--- config.mk ---
export PLATFORM = sky130hd
export DESIGN_NAME = scan_seq
export DESIGN_NICKNAME = d
export VERILOG_FILES = /design/src/hdl/scan_seq.v
export VERILOG_INCLUDE_DIRS = /design/src /design/src/inc
export SDC_FILE = /design/constraint.sdc
export NUM_CORES = 1
export LEC_CHECK = 0
export BUFFER_PORTS_ARGS = -buffer_cell sky130_fd_sc_hd__buf_2
export CORE_ASPECT_RATIO = 0.7
export CORE_MARGIN = 2
export CORE_UTILIZATION = 45
export DETAILED_ROUTE_END_ITERATION = 8
export SLEW_MARGIN = 25
export SYNTH_ARGS = -nofsm -noshare
export SYNTH_HDL_FRONTEND = slang
export SYNTH_SLANG_ARGS = --single-unit
--- constraint.sdc ---
create_clock -name sys_clk -period 6.5 [get_ports sys_clk]
set_input_delay 0.65 -clock sys_clk [delete_from_list [all_inputs] [get_ports sys_clk]]
set_output_delay 0.65 -clock sys_clk [all_outputs]
set_load 0.02 [all_outputs]
--- src/inc/scan_seq_defines.vh ---
// Constants for the host-controlled touch scan sequencer.
//
// Overview of operation
// - In host-controlled scan mode a panel touch raises the pen-touch flag and pulls the shared interrupt pin low when it is set to the pen interrupt function.
// - A coordinate request made while the panel drivers are off makes the block turn the drivers on itself before the scan.
// - An X or Y conversion with drivers on takes the first overhead, precharge, sense and 6 overhead cycles, N samples of B+2 converter clocks plus overhead, then the preprocessing delay.
// - A pressure conversion with drivers on has the same structure but uses the second, longer initial overhead and runs samples and preprocessing twice.
// - With the drivers off before the command, the programmed stabilization time and its larger overhead come before precharge and sense.
// - Function code 0101 starts one auxiliary measurement and code 1000 starts a repeating auxiliary measurement.
// - Function code 0110 starts the first temperature measurement and code 0111 the second.
// - Both temperature measurements use the sequencing and timing of the single auxiliary measurement.
// - A single auxiliary or temperature measurement has no drive, precharge or sense phase and takes 3.5 overhead cycles, N samples and the preprocessing delay.
// - The first initial overhead is 2.5 oscillator cycles.
// - The second initial overhead is 3.5 oscillator cycles.
// - Each converter sample adds 3 oscillator cycles beyond its converter clock count.
`ifndef SCAN_SEQ_DEFINES_VH
`define SCAN_SEQ_DEFINES_VH
// Half-cycle units of the oscillator: 2.5 -> 5, 3.5 -> 7.
`define OH1_HALF        8'h05
`define OH2_HALF        8'h07
`define OH3_HALF        8'h07
`define OH_DLY1_HALF    8'h14
`define OH_DLY2_HALF    8'h0C
`define OH_CONV_HALF    8'h06
// Converter clocks per sample: B+2 with B fixed at 12.
`define CONV_CLKS       5'h0E
// Function codes.
`define FN_X            4'h2
`define FN_Y            4'h3
`define FN_Z            4'h4
`define FN_AUX_ONE      4'h5
`define FN_TEMPERATURE_MEASURE_FIRST        4'h6
`define FN_TEMPERATURE_MEASURE_SECOND        4'h7
`define FN_AUX_CONT     4'h8
`define FN_DRV_X        4'h9
`define FN_DRV_Y        4'hA
`define FN_DRV_Z        4'hB
// APB register offsets.
`define REG_CTRL        8'h00
`define REG_TIMING      8'h04
`define REG_STATUS      8'h08
`define REG_CLEAR       8'h0C
`define REG_ENABLE      8'h10
`define REG_RES_X       8'h14
`define REG_RES_Y       8'h18
`define REG_RES_Z1      8'h1C
`define REG_RES_Z2      8'h20
`define REG_RES_AUX     8'h24
`define REG_RES_TEMPERATURE_MEASURE_FIRST   8'h28
`define REG_RES_TEMPERATURE_MEASURE_SECOND   8'h2C
// Control and status field positions and reset values.
`define CTRL_FN_LSB     0
`define CTRL_MODE_BIT   4
`define CTRL_PENFN_BIT  5
`define CTRL_RESET      32'h0000_0030
`define TIMING_RESET    32'h0002_0411
`define STAT_PEN        0
`define STAT_DONE       1
`define STAT_W          2
`endif

--- src/hdl/scan_seq.v ---
// Host-controlled touch scan and auxiliary measurement sequencer with APB registers.
`timescale 1ns/100ps
`include "scan_seq_defines.vh"
module scan_seq
(
  input  wire        sys_clk,        // System clock, 10 MHz
  input  wire        sys_rst,        // Synchronous reset, active high
  input  wire        psel,           // APB select
  input  wire        penable,        // APB enable
  input  wire        pwrite,         // APB write
  input  wire [7:0]  paddr,          // APB byte address
  input  wire [31:0] pwdata,         // APB write data
  output reg  [31:0] prdata,         // APB read data
  output reg         pready,         // APB ready
  output reg         pslverr,        // APB error
  input  wire        osc_clk,        // Internal oscillator, sampled
  input  wire        adc_clk,        // Converter clock, sampled
  input  wire        pen_touch_in,   // Panel touch detect, raw
  input  wire [11:0] adc_data,       // Converter sample
  output reg         adc_sample,     // Converter sample strobe
  output reg  [1:0]  drv_sel,        // Drivers on: 0 off, 1 X, 2 Y, 3 Z
  output reg         pen_irq_data_avail_pin_n, // Shared interrupt pin, active low
  output reg         irq             // Level interrupt
);

  // ------------------------------------------------------------
  // Synchronisers and edge detection
  // ------------------------------------------------------------
  reg [2:0] osc_s_r;
  reg [2:0] adc_s_r;
  reg [1:0] pen_s_r;
  reg [11:0] adc_d1_r;
  reg [11:0] adc_d2_r;
  wire      osc_edge = osc_s_r[1] ^ osc_s_r[2];
  wire      adc_rise = adc_s_r[1] & ~adc_s_r[2];
  always @(posedge sys_clk)
  begin
    if (sys_rst)
    begin
      osc_s_r  <= 3'h0;
      adc_s_r  <= 3'h0;
      pen_s_r  <= 2'h0;
      adc_d1_r <= 12'h000;
      adc_d2_r <= 12'h000;
    end
    else
    begin
      osc_s_r  <= {osc_s_r[1:0], osc_clk};
      adc_s_r  <= {adc_s_r[1:0], adc_clk};
      pen_s_r  <= {pen_s_r[0], pen_touch_in};
      adc_d1_r <= adc_data;
      adc_d2_r <= adc_d1_r;
    end
  end
  wire pen_now = pen_s_r[1];

  // ------------------------------------------------------------
  // Registers
  // ------------------------------------------------------------
  reg  [31:0] ctrl_r;
  reg  [31:0] timing_r;
  reg  [`STAT_W-1:0] status_r;
  reg  [`STAT_W-1:0] enable_r;
  reg  [11:0] res_r [0:6];
  wire        host_mode = ctrl_r[`CTRL_MODE_BIT];
  wire        pen_fn = ctrl_r[`CTRL_PENFN_BIT];
  wire [7:0]  t_pvs  = timing_r[7:0];
  wire [7:0]  t_pre  = timing_r[15:8];
  wire [3:0]  t_sns  = timing_r[19:16];
  wire [3:0]  n_samp = timing_r[23:20];
  wire [7:0]  l_ppro = timing_r[31:24];
  wire        apb_acc = psel & penable & pready;
  wire        apb_wr  = apb_acc & pwrite;
  wire        start_wr = apb_wr && (paddr == `REG_CTRL);
  reg         done_ev;
  reg         done_set;
  reg [2:0]   res_idx_r;

  // ------------------------------------------------------------
  // Sequencer
  // ------------------------------------------------------------
  localparam ST_IDLE = 3'd0;
  localparam ST_OH   = 3'd1;
  localparam ST_PVS  = 3'd2;
  localparam ST_PRE  = 3'd3;
  localparam ST_CONV = 3'd4;
  localparam ST_PPRO = 3'd5;
  reg [2:0]  st_r;
  reg [8:0]  cnt_r;
  reg [3:0]  nleft_r;
  reg [4:0]  clk_left_r;
  reg [15:0] acc_r;
  reg [11:0] res_val_r;
  reg        z_second_r;
  reg        cont_r;
  reg        drvon_r;
  reg [3:0]  job_r;
  reg        sense_r;

  // Half-cycle counting: every oscillator edge is half a cycle.
  wire tick = osc_edge;
  always @(posedge sys_clk)
  begin
    if (sys_rst)
    begin
      st_r       <= ST_IDLE;
      cnt_r      <= 9'h000;
      nleft_r    <= 4'h0;
      clk_left_r <= 5'h00;
      acc_r      <= 16'h0000;
      res_val_r  <= 12'h000;
      z_second_r <= 1'b0;
      cont_r     <= 1'b0;
      drvon_r    <= 1'b0;
      job_r      <= 4'h0;
      sense_r    <= 1'b0;
      drv_sel    <= 2'h0;
      adc_sample <= 1'b0;
      done_ev    <= 1'b0;
      res_idx_r  <= 3'h0;
    end
    else
    begin
      adc_sample <= 1'b0;
      done_ev    <= 1'b0;
      case (st_r)
        ST_IDLE:
        begin
          if (start_wr && pwdata[`CTRL_MODE_BIT])
          begin
            job_r <= pwdata[3:0];
            z_second_r <= 1'b0;
            cont_r <= (pwdata[3:0] == `FN_AUX_CONT);
            case (pwdata[3:0])
              `FN_DRV_X: drv_sel <= 2'h1;
              `FN_DRV_Y: drv_sel <= 2'h2;
              `FN_DRV_Z: drv_sel <= 2'h3;
              `FN_X, `FN_Y, `FN_Z:
              begin
                // Drivers left off are switched on by the block itself.
                drvon_r <= (drv_sel != 2'h0);
                drv_sel <= (pwdata[3:0] == `FN_X) ? 2'h1 :
                           (pwdata[3:0] == `FN_Y) ? 2'h2 : 2'h3;
                sense_r <= 1'b1;
                cnt_r <= (pwdata[3:0] == `FN_Z || drv_sel == 2'h0) ?
                         {1'b0, `OH2_HALF} : {1'b0, `OH1_HALF};
                st_r <= ST_OH;
              end
              `FN_AUX_ONE, `FN_TEMPERATURE_MEASURE_FIRST, `FN_TEMPERATURE_MEASURE_SECOND, `FN_AUX_CONT:
              begin
                // No panel drive during auxiliary and temperature measurements.
                drv_sel <= 2'h0;
                sense_r <= 1'b0;
                cnt_r <= {1'b0, `OH3_HALF};
                st_r <= ST_OH;
              end
              default: drv_sel <= 2'h0;
            endcase
          end
        end
        ST_OH:
        begin
          if (tick)
          begin
            if (cnt_r <= 9'h001)
            begin
              if (!sense_r)
              begin
                nleft_r <= n_samp;
                acc_r <= 16'h0000;
                clk_left_r <= `CONV_CLKS;
                st_r <= ST_CONV;
              end
              else if (!drvon_r)
              begin
                cnt_r <= {t_pvs, 1'b0} + {1'b0, `OH_DLY1_HALF};
                st_r <= ST_PVS;
              end
              else
              begin
                cnt_r <= {t_pre, 1'b0} + {4'h0, t_sns, 1'b0} + {1'b0, `OH_DLY2_HALF};
                st_r <= ST_PRE;
              end
            end
            else
              cnt_r <= cnt_r - 9'h001;
          end
        end
        ST_PVS:
        begin
          if (tick)
          begin
            if (cnt_r <= 9'h001)
            begin
              // Stabilization overhead already covers precharge and sense overhead.
              cnt_r <= {t_pre, 1'b0} + {4'h0, t_sns, 1'b0};
              st_r <= ST_PRE;
            end
            else
              cnt_r <= cnt_r - 9'h001;
          end
        end
        ST_PRE:
        begin
          if (tick)
          begin
            if (cnt_r <= 9'h001)
            begin
              nleft_r <= n_samp;
              acc_r <= 16'h0000;
              clk_left_r <= `CONV_CLKS;
              st_r <= ST_CONV;
            end
            else
              cnt_r <= cnt_r - 9'h001;
          end
        end
        ST_CONV:
        begin
          // B+2 converter clocks, then the per-sample overhead on the oscillator.
          if (clk_left_r != 5'h00)
          begin
            if (adc_rise)
            begin
              clk_left_r <= clk_left_r - 5'h01;
              if (clk_left_r == 5'h01)
              begin
                adc_sample <= 1'b1;
                acc_r <= acc_r + {4'h0, adc_d2_r};
                cnt_r <= {1'b0, `OH_CONV_HALF};
              end
            end
          end
          else if (tick)
          begin
            if (cnt_r <= 9'h001)
            begin
              if (nleft_r <= 4'h1)
              begin
                cnt_r <= {l_ppro, 1'b0};
                st_r <= ST_PPRO;
              end
              else
              begin
                nleft_r <= nleft_r - 4'h1;
                clk_left_r <= `CONV_CLKS;
              end
            end
            else
              cnt_r <= cnt_r - 9'h001;
          end
        end
        ST_PPRO:
        begin
          if (tick)
          begin
            if (cnt_r <= 9'h001)
            begin
              done_ev <= 1'b1;
              res_val_r <= acc_r[11:0];
              res_idx_r <= (job_r == `FN_X) ? 3'd0 : (job_r == `FN_Y) ? 3'd1 :
                           (job_r == `FN_Z) ? (z_second_r ? 3'd3 : 3'd2) :
                           (job_r == `FN_TEMPERATURE_MEASURE_FIRST) ? 3'd5 :
                           (job_r == `FN_TEMPERATURE_MEASURE_SECOND) ? 3'd6 : 3'd4;
              if (job_r == `FN_Z && !z_second_r)
              begin
                z_second_r <= 1'b1;
                nleft_r <= n_samp;
                acc_r <= 16'h0000;
                clk_left_r <= `CONV_CLKS;
                st_r <= ST_CONV;
              end
              else if (cont_r && host_mode)
              begin
                cnt_r <= {1'b0, `OH3_HALF};
                st_r <= ST_OH;
              end
              else
                st_r <= ST_IDLE;
            end
            else
              cnt_r <= cnt_r - 9'h001;
          end
        end
        default: st_r <= ST_IDLE;
      endcase
    end
  end

  // ------------------------------------------------------------
  // Results, status and interrupt
  // ------------------------------------------------------------
  // The sum is held, so the restart for the second pressure value cannot clear it first.
  wire [11:0] result = res_val_r;
  genvar gi;
  generate
    for (gi = 0; gi < 7; gi = gi + 1)
    begin : g_res
      always @(posedge sys_clk)
      begin
        if (sys_rst)
          res_r[gi] <= 12'h000;
        else if (done_ev && res_idx_r == gi)
          res_r[gi] <= result;
      end
    end
  endgenerate
  wire [`STAT_W-1:0] ev = {done_ev, pen_now & host_mode};
  wire [`STAT_W-1:0] clr = (apb_wr && paddr == `REG_CLEAR) ? pwdata[`STAT_W-1:0] : 2'h0;
  always @(posedge sys_clk)
  begin
    if (sys_rst)
    begin
      ctrl_r   <= `CTRL_RESET;
      timing_r <= `TIMING_RESET;
      status_r <= 2'h0;
      enable_r <= 2'h0;
      irq      <= 1'b0;
      pen_irq_data_avail_pin_n <= 1'b1;
      prdata   <= 32'h0000_0000;
      pready   <= 1'b0;
      pslverr  <= 1'b0;
    end
    else
    begin
      status_r <= (status_r & ~clr) | ev;
      irq <= |(status_r & enable_r);
      // Pin: pen touch when set to the pen function, else data available.
      pen_irq_data_avail_pin_n <= pen_fn ? ~(pen_now & host_mode) : ~status_r[`STAT_DONE];
      pready  <= psel & ~pready;
      pslverr <= 1'b0;
      // Writes land at the edge that completes the access; read data is loaded one cycle earlier.
      if (apb_wr && paddr == `REG_CTRL)
        ctrl_r <= pwdata;
      if (apb_wr && paddr == `REG_TIMING)
        timing_r <= pwdata;
      if (apb_wr && paddr == `REG_ENABLE)
        enable_r <= pwdata[`STAT_W-1:0];
      if (psel && !pready)
      begin
        case (paddr)
          `REG_CTRL:      prdata <= ctrl_r;
          `REG_TIMING:    prdata <= timing_r;
          `REG_STATUS:    prdata <= {30'h0, status_r};
          `REG_CLEAR:     prdata <= 32'h0000_0000;
          `REG_ENABLE:    prdata <= {30'h0, enable_r};
          `REG_RES_X:     prdata <= {20'h0, res_r[0]};
          `REG_RES_Y:     prdata <= {20'h0, res_r[1]};
          `REG_RES_Z1:    prdata <= {20'h0, res_r[2]};
          `REG_RES_Z2:    prdata <= {20'h0, res_r[3]};
          `REG_RES_AUX:   prdata <= {20'h0, res_r[4]};
          `REG_RES_TEMPERATURE_MEASURE_FIRST: prdata <= {20'h0, res_r[5]};
          `REG_RES_TEMPERATURE_MEASURE_SECOND: prdata <= {20'h0, res_r[6]};
          default:
          begin
            prdata  <= 32'h0000_0000;
            pslverr <= 1'b1;
          end
        endcase
      end
    end
  end
endmodule

; ---- After elaboration in Yosys (flattened, before gate mapping)
; Memory sizes are Yosys's and may differ from the RTL's.
; Cells that the tools add are included.
[op_classes]
add_sub_neg = 7
order_cmp = 2
n_eq_ne = 69
muxes = 131
bitwise = 28
n_reduce_logical = 46
[op_table]
columns = op, count
row1 = $pmux W32 S11, 1
row2 = $mux W16, 11
row3 = $mux W9, 19
row4 = $mux W12, 7
row5 = $mux W5, 13
row6 = $pmux W16 S4, 1
row7 = $mux W3, 19
row8 = $pmux W9 S6, 1
row9 = $mux W4, 12
row10 = $ne A2 B2 Y1 const B, 21
row11 = $mux W1, 35
row12 = $eq A8 B5 Y1 const B, 4
row13 = $eq A8 B6 Y1 const B, 4
row14 = $eq A4 B3 Y1 const B, 7
row15 = $reduce_and A13 Y1, 2
row16 = $ne A3 B3 Y1 const B, 8
row17 = $pmux W5 S4, 1
row18 = $pmux W3 S6, 1
row19 = $pmux W9 S2, 1
row20 = $add A16 B12 Y16, 1
row21 = $eq A4 B2 Y1 const B, 4
row22 = $eq A4 B4 Y1 const B, 4
row23 = $eq A8 B4 Y1 const B, 2
row24 = $pmux W4 S4, 1
row25 = 46 further kinds, 103
[word_totals]
register_bits = 200
mem_bits_rw = 84
input_bits = 60
output_inout_bits = 39
wordCells = 313
n_memories = 1
[memory_table]
columns = memory, depth, word_bits, rd, rd_clocked_by_memory_dff, wr, line_no
row1 = res_r, 7, 12, 7, 0, 7, scan_seq.v:64  ; reg [11:0] res_r [0:6];

; ---- Logic depth before layout (Yosys ltp)
; Gate-level depths: netlist (run 1).
[logic_depth]
depth_word = 8
mapped_depth = 11

; ---- Least setup slack after synthesis (run 1)
; No wires, ideal clock.
[synth_path]
path_type = input-to-reg
start = input port paddr[1]
end = register cnt_r[4]
arrival_ps = 2379
path_slack_ps = 4004
stages = 8
n_path_buf = 1
cell_sequence = nor3_2 nand2b_1 nor3_2 a31oi_1 or3_1 buf_4 and2_4 a22o_1
[synth_between]
elab_chain_len = 5
[synth_rtl]
columns = item, line_no
row1 = start: declaration, scan_seq.v:11  ; input wire [7:0] paddr,
row2 = $logic_not A8 Y1, --
row3 = $logic_and A1 B1 Y1, scan_seq.v:74  ; wire start_wr = apb_wr && (paddr == `REG_CTRL);
row4 = $logic_and A1 B1 Y1, scan_seq.v:129  ; if (start_wr && pwdata[`CTRL_MODE_BIT])
row5 = $ne A2 B2 Y1 (no line), --
row6 = $reduce_and A15 Y1 (no line), --
row7 = end signal: assignment, scan_seq.v:145  ; cnt_r <= (pwdata[3:0] == `FN_Z || drv_sel == 2'h0) ?
row8 = end signal: assignment, scan_seq.v:154  ; cnt_r <= {1'b0, `OH3_HALF};
row9 = end signal: assignment, scan_seq.v:176  ; cnt_r <= {t_pvs, 1'b0} + {1'b0, `OH_DLY1_HALF};
row10 = end: declaration, scan_seq.v:89  ; reg [8:0] cnt_r;
; Every way passes these cells.
; A chain may end at the register's enable or synchronous reset.

; ---- Worst setup path in the final report (run 1)
[layout_path]
start = register st_r[0]
end = register cnt_r[2]
[layout_between]
elab_chain_len = 3
[layout_rtl]
columns = item, line_no
row1 = start: declaration, scan_seq.v:88  ; reg [2:0] st_r;
row2 = start signal: assignment, scan_seq.v:106  ; st_r <= ST_IDLE;
row3 = start signal: assignment, scan_seq.v:147  ; st_r <= ST_OH;
row4 = start signal: assignment, scan_seq.v:155  ; st_r <= ST_OH;
row5 = $eq A3 B3 Y1 (tied with other cells), scan_seq.v:126  ; case (st_r)
row6 = $ne A4 B4 Y1 (no line) (tied with other cells), --
row7 = $reduce_and A15 Y1 (no line), --
; Several ways; a longest one is shown, not always the timed one.

==> impl_metrics.ini, run 1 <==
[status]
outcome = finished, final reports clean

[setup_path]
cp_cell_sequence = or3b_1 > nor2_1 > a221o_1 > and2_1 > or3_1 > a2111oi_0 > nor3_1
crit_family = simple AND/OR/NAND/NOR gates
crit_buf_inv = 0
worstPathRequired_ps = 6920
reg2reg_to = cnt_r[2]
path_max_fanout = 24
crit_path_max_incr_delay_ps = 840
r2r_slack_ps = 3220
crit_path_top_delay_cell = dfxtp_1
regToRegStartpoint = st_r[0]
crit_arrival_ps = 3700
critPathKind = reg2reg
r2r_cells = 7
endpoint_kind = flip-flop
cp-start-kind = flip-flop

[synth]
yosys_warnings = 0
synth_commonest_cells = nand2_1, dfxtp_1, a21oi_1
synth-edff-count = 84
ys.flop_type = dfxtp_1
netlist_instances = 1404
ys_types = 82
synth.most_common_cell = nand2_1
synth_top_area_share_pct = 30.44
postSynthAreaPerCell_um2 = 9.182
synthArstFlopShare_pct = 0
synth-seq-area-share_pct = 50.00
yosysTopAreaCell = dfxtp_1
syn_area_mm2 = 0.01289
ys_top_cells_by_area = dfxtp_1, edfxtp_1, nand2_1
synth-seq-cells = 280
syn-num-nets = 1489

[drt]
dr.pass1.iters = 6
route.detailed.drc = 0
ant_nets = 0
wl_per_cell_um = 19.58
vias_per_cell = 5.773
wirelength_um = 36170
drt_iter0_drc = 983
vias = 10662

[placement]
placed_cell_area_mm2 = 0.01364
hpwlAfterDp_um = 25290
dp_cells = 1795
place.port_buffers = 98
place_congestion = 0.9265
dpl_worst_slack_ps = 3258

[finish]
syn_to_final_growth_pct = 12.88
num-nets-final = 1540
drive_gt1_share_pct = 12.40
final.fill_count = 2627
fin_cells = 1847
design_area_mm2 = 0.01455
seqCellArea_mm2 = 0.006446
multi_input_area_mm2 = 0.006051
antenna_cells = 0
final_core_util_pct = 51.95

[worst_hold_path]
min_delay_path_depth = 2
hold_path_startpoint = adc_data[5]
hp-class = in2reg
holdPathEnd = adc_d1_r[5]

[clock_tree]
ctsResizeCount = 0
clock_path_buffers = 3
cts_setup_buffers = 0
h-tree-depth = 1
ctsHoldBuffers = 0
clock_latency_ps = 570
clockRootBuffer = clkbuf_16
clkTransAtPathRegs_ps = 60
cts_tree = built
cts.sinks = 280
cts_buffers = 29

[job]
drv_cap = 0

[sta]
worst_slew_pin_slew_ps = 1051
fin_crit_sh_pct = 50.44
fin_tns_setup_ps = 0
fin_hold_ws_ps = 303.1
skew_ps = 23.30
maxSlewViolCount = 0
rsz0062_at_grt = no
slew_headroom_pct = 29.57
layout_setup_ws_ps = 3222
period_minus_slack_ps = 3278
hold_violations = 0
fmax_mhz = 305.0
setup_viol = 0

[floorplan]
core_mm2 = 0.02801
die_w_um = 206.3
fp.dieH_um = 145.6
dieArea_mm2 = 0.03004
boundaryPins = 99
row_count = 51
start_util_pct = 46.02

[global_route]
grt_overflow_total = 0
grt_pass1_wl_um = 55440
grt_max_degree = 100
grt_pass1_vias = 9812
antenna_found_initial = 0
grt_usage_pct = 23.56

[power]
p_leak_nw = 5.339
power-per-cell-area_mw_per_mm2 = 301.9
ir_drop_uv = 203.0
total_power_mw = 4.393
## power by group
group	total (mW)	switching (mW)	internal, mW	leakage [nW]
clock network	1.61	0.688	0.923	0.436
logic	0.845	0.554	0.291	2.44
registers	1.94	0.0772	1.86	2.46
## how the worst max path moves through the flow
| stage | from | end | slack, ps | cells past startpoint |
|---|---|---|---|---|
| final | st_r[0] | cnt_r[2] | 3220 | 7 |
| after global routing | st_r[0] | cnt_r[2] | 2920 | 7 |
| after CTS | st_r[0] | cnt_r[2] | 3260 | 7 |
| after detailed placement | paddr[5] | drvon_r | 3260 | 9 |
| after global placement | paddr[1] | timing_r[25] | 3280 | 8 |
| after floorplan | paddr[1] | cnt_r[4] | 4000 | 8 |
## cell families (layout without fill, tap and decap cells)
kind of cell / count (synthesis) / count (layout) / share of synthesized area, %
buffers and inverters: 112 / 184 / 3.397
DFF: 280 / 280 / 50.00
xor gates and xnor gates: 29 / 29 / 1.970
AOI/OAI and AO/OA: 348 / 348 / 18.21
muxes: 12 / 12 / 0.9512
and+or+nand+nor: 597 / 597 / 22.85
adders and majority gates: 26 / 26 / 2.621
## metal layers
| layer | part of all wire (%) | global-route usage (%) | up-vias |
|---|---|---|---|
| met5 | 0 | 0 | - |
| met4 | 1.6 | 4.393 | 0 |
| met3 | 9.0 | 6.158 | 39 |
| met2 | 41 | 33.88 | 388 |
| met1 | 48 | 35.61 | 5086 |
| li1 | - | - | 5149 |
## registers in the layout, indices dropped and copies added, names as in the netlist, 3 cells and up
name	cells
nleft_r	4
res_idx_r	3
st_r	3
cnt_r	9
ctrl_r	32
osc_s_r	3
acc_r	12
job_r	4
prdata	32
res_val_r	12
adc_d1_r	12
adc_s_r	3
timing_r	32
adc_d2_r	12
clk_left_r	5
res_r	84
## worst register-to-register path, cell delays in order, from the launching register on
cell and delay, ps:
dfxtp_1 840, or3b_1 540, nor2_1 250, a221o_1 400, and2_1 200, or3_1 490, a2111oi_0 350, nor3_1 80
## layout by cell type (no fill, tap or decap), types with 16 or more instances in the layout
master,count
a211oi_1,16
a21oi_1,125
a221oi_1,35
a22o_1,22
a22oi_1,17
and2_1,90
buf_2,97
clkbuf_16,30
dfxtp_1,196
edfxtp_1,84
ha_1,23
inv_1,19
nand2_1,216
nand3_1,24
nor2_1,96
nor2b_1,42
nor3_1,52
o21ai_0,48
xnor2_1,20
## layout make-up
type,instances,share of cell area (%)
clock inverters,7,0.4987
well taps,371,3.190
clock buffers,45,5.752
flip-flops and latches,280,44.30
inverters,19,0.4901
repair buffers,113,4.187
multi-input cells,1012,41.58
No activity file was read; power rests on OpenSTA's default activity.
==> run 2, diff against run 1 <==
Clock period 6.5 ns to 3.3 ns, I/O delays scaled along.
==> run 2 against run 1 <==
  * Fmax is 12% higher
  * Combinational power is 110% higher
  * Critical path depth stayed put
  * Utilization is 0.96 points higher
  * Clock skew is 8.8 ps lower
  * Sequential cell count stayed put
  * Register-to-register slack worse by 2900 ps
  * Hold slack worse by 280 ps
  * Clock power is 93% higher
  * Non-clock buffer count is 37 higher
  * Highest routed layer unchanged
==> impl_metrics.ini, run 2 (same netlist as run 1, synthesis figures left out) <==
[drt]
route.detailed.drc = 0
vias = 10813
wirelength_um = 36950
wl_per_cell_um = 19.62
ant_nets = 0
drt_iter0_drc = 1053
dr.pass1.iters = 5
vias_per_cell = 5.742

[sta]
period_minus_slack_ps = 2929
setup_viol = 0
layout_setup_ws_ps = 371.0
fmax_mhz = 341.4
fin_tns_setup_ps = 0
worst_slew_pin_slew_ps = 948.4
rsz0062_at_grt = no
fin_crit_sh_pct = 88.76
skew_ps = 14.51
slew_headroom_pct = 36.24
hold_violations = 0
maxSlewViolCount = 0

[floorplan]
dieArea_mm2 = 0.03004
row_count = 51
die_w_um = 206.3
core_mm2 = 0.02801
boundaryPins = 99
start_util_pct = 46.02
fp.dieH_um = 145.6

[power]
ir_drop_uv = 491.4
power-per-cell-area_mw_per_mm2 = 585.0
p_leak_nw = 5.509

[global_route]
grt_pass1_vias = 10063
antenna_found_initial = 1
grt_max_degree = 66
grt_overflow_total = 0
grt_usage_pct = 24.36
grt_pass1_wl_um = 57040

[clock_tree]
clockRootBuffer = clkbuf_16
clkTransAtPathRegs_ps = 70
ctsResizeCount = 0
h-tree-depth = 1
cts.sinks = 280
cts_tree = built
clock_latency_ps = 560
cts_buffers = 28
clock_path_buffers = 3

[finish]
seqCellArea_mm2 = 0.006446
final_cell_mix = nand2_1, dfxtp_1, a21oi_1
syn_to_final_growth_pct = 14.97
antenna_cells = 0
design_area_mm2 = 0.01482
final_common_cell = nand2_1
largest_register_ffs = 84
final.fill_count = 2584
drive_gt1_share_pct = 13.49
multi_input_area_mm2 = 0.006028
num-nets-final = 1576
top_register = res_r

[worst_hold_path]
hp-class = in2reg

[setup_path]
crit_arrival_ps = 3340
crit_path_max_incr_delay_ps = 760
critPathKind = reg2reg
endpoint_kind = flip-flop
worstPathRequired_ps = 3710
path_max_fanout = 22
cp-start-kind = flip-flop
cp_cell_sequence = nand2b_1 > o32ai_2 > a221o_1 > and2_1 > or3_1 > a2111oi_0 > nor3_1
crit_path_top_delay_cell = dfxtp_1

[placement]
place.port_buffers = 98
placed_cell_area_mm2 = 0.01378
place_congestion = 0.9083
dpl_worst_slack_ps = 464.9
hpwlAfterDp_um = 26190

[status]
outcome = finished, final reports clean

[job]
drv_cap = 0
[run 2: changes by cell type in the layout (fill, tap and decap cells not counted), sizes merged]
cell / delta
clkinv: +7
buf: +22
dlygate4sd3: +15
clkbuf: -8
[run 2: area by class of cell]
cell class | count | share of cell area, %
clock buffer | 37 | 5.310
sequential | 280 | 43.50
clock inverter | 14 | 0.6669
multi-input combinational | 1012 | 40.68
inverter | 19 | 0.4812
tap | 371 | 3.132
timing repair buffer | 150 | 6.239
[run 2: repair_timing]
| item | 4_1_cts | 5_1_grt |
|---|---|---|
| buffers inserted | 0 | 0 |
| hold buffers | 15 | 0 |
| endpoints found under the hold margin | 15 | 0 |
[run 2: final timing paths]
kind	endpoint	cells past startpoint	slack (ps)	start
hold reg to reg	adc_d2_r[11]	1	430	adc_d1_r[11]
setup reg to reg	cnt_r[2]	7	370	st_r[1]
hold / removal	timing_r[27]	3	30	pwdata[27]
setup / recovery	cnt_r[2]	7	370	st_r[1]
[run 2: report_power, final]
| group | leakage (nW) | switching (mW) | total [mW] | internal (mW) |
|---|---|---|---|---|
| registers | 2.46 | 0.126 | 3.79 | 3.66 |
| logic | 2.61 | 1.11 | 1.77 | 0.659 |
| clock network | 0.439 | 1.36 | 3.11 | 1.75 |
| total | 5.51 | 2.60 | 8.67 | 6.07 |
[run 2: stage by stage]
| stage | utilization, % | power (mW) | hold WS [ps] | cells |
|---|---|---|---|---|
| detailed placement | 49.21 | 5.586 | 425.3 | 1817 |
| CTS | 52.91 | 8.703 | 4.011 | 1883 |
| floorplan | - | 5.105 | 413.8 | 1404 |
| global placement | 49.21 | 5.597 | 417.9 | 1817 |
| global route | 52.91 | 9.038 | 19.38 | 1883 |
| finish | 52.91 | 8.671 | 25.40 | 1883 |
[run 2: metal layers]
layer	up-vias	part of all wire, %	track usage, %
met4	0	2.2	5.571
met2	383	42	35.15
met1	5146	48	37.09
li1	5225	-	-
met5	-	0	0
met3	59	8.3	5.083
[run 2: critical path: cells and delay by family, from the launching register on]
kind	cells	cell delay, ps
AOI/OAI and AO/OA	3	950
DFF	1	760
and+or+nand+nor	4	1070
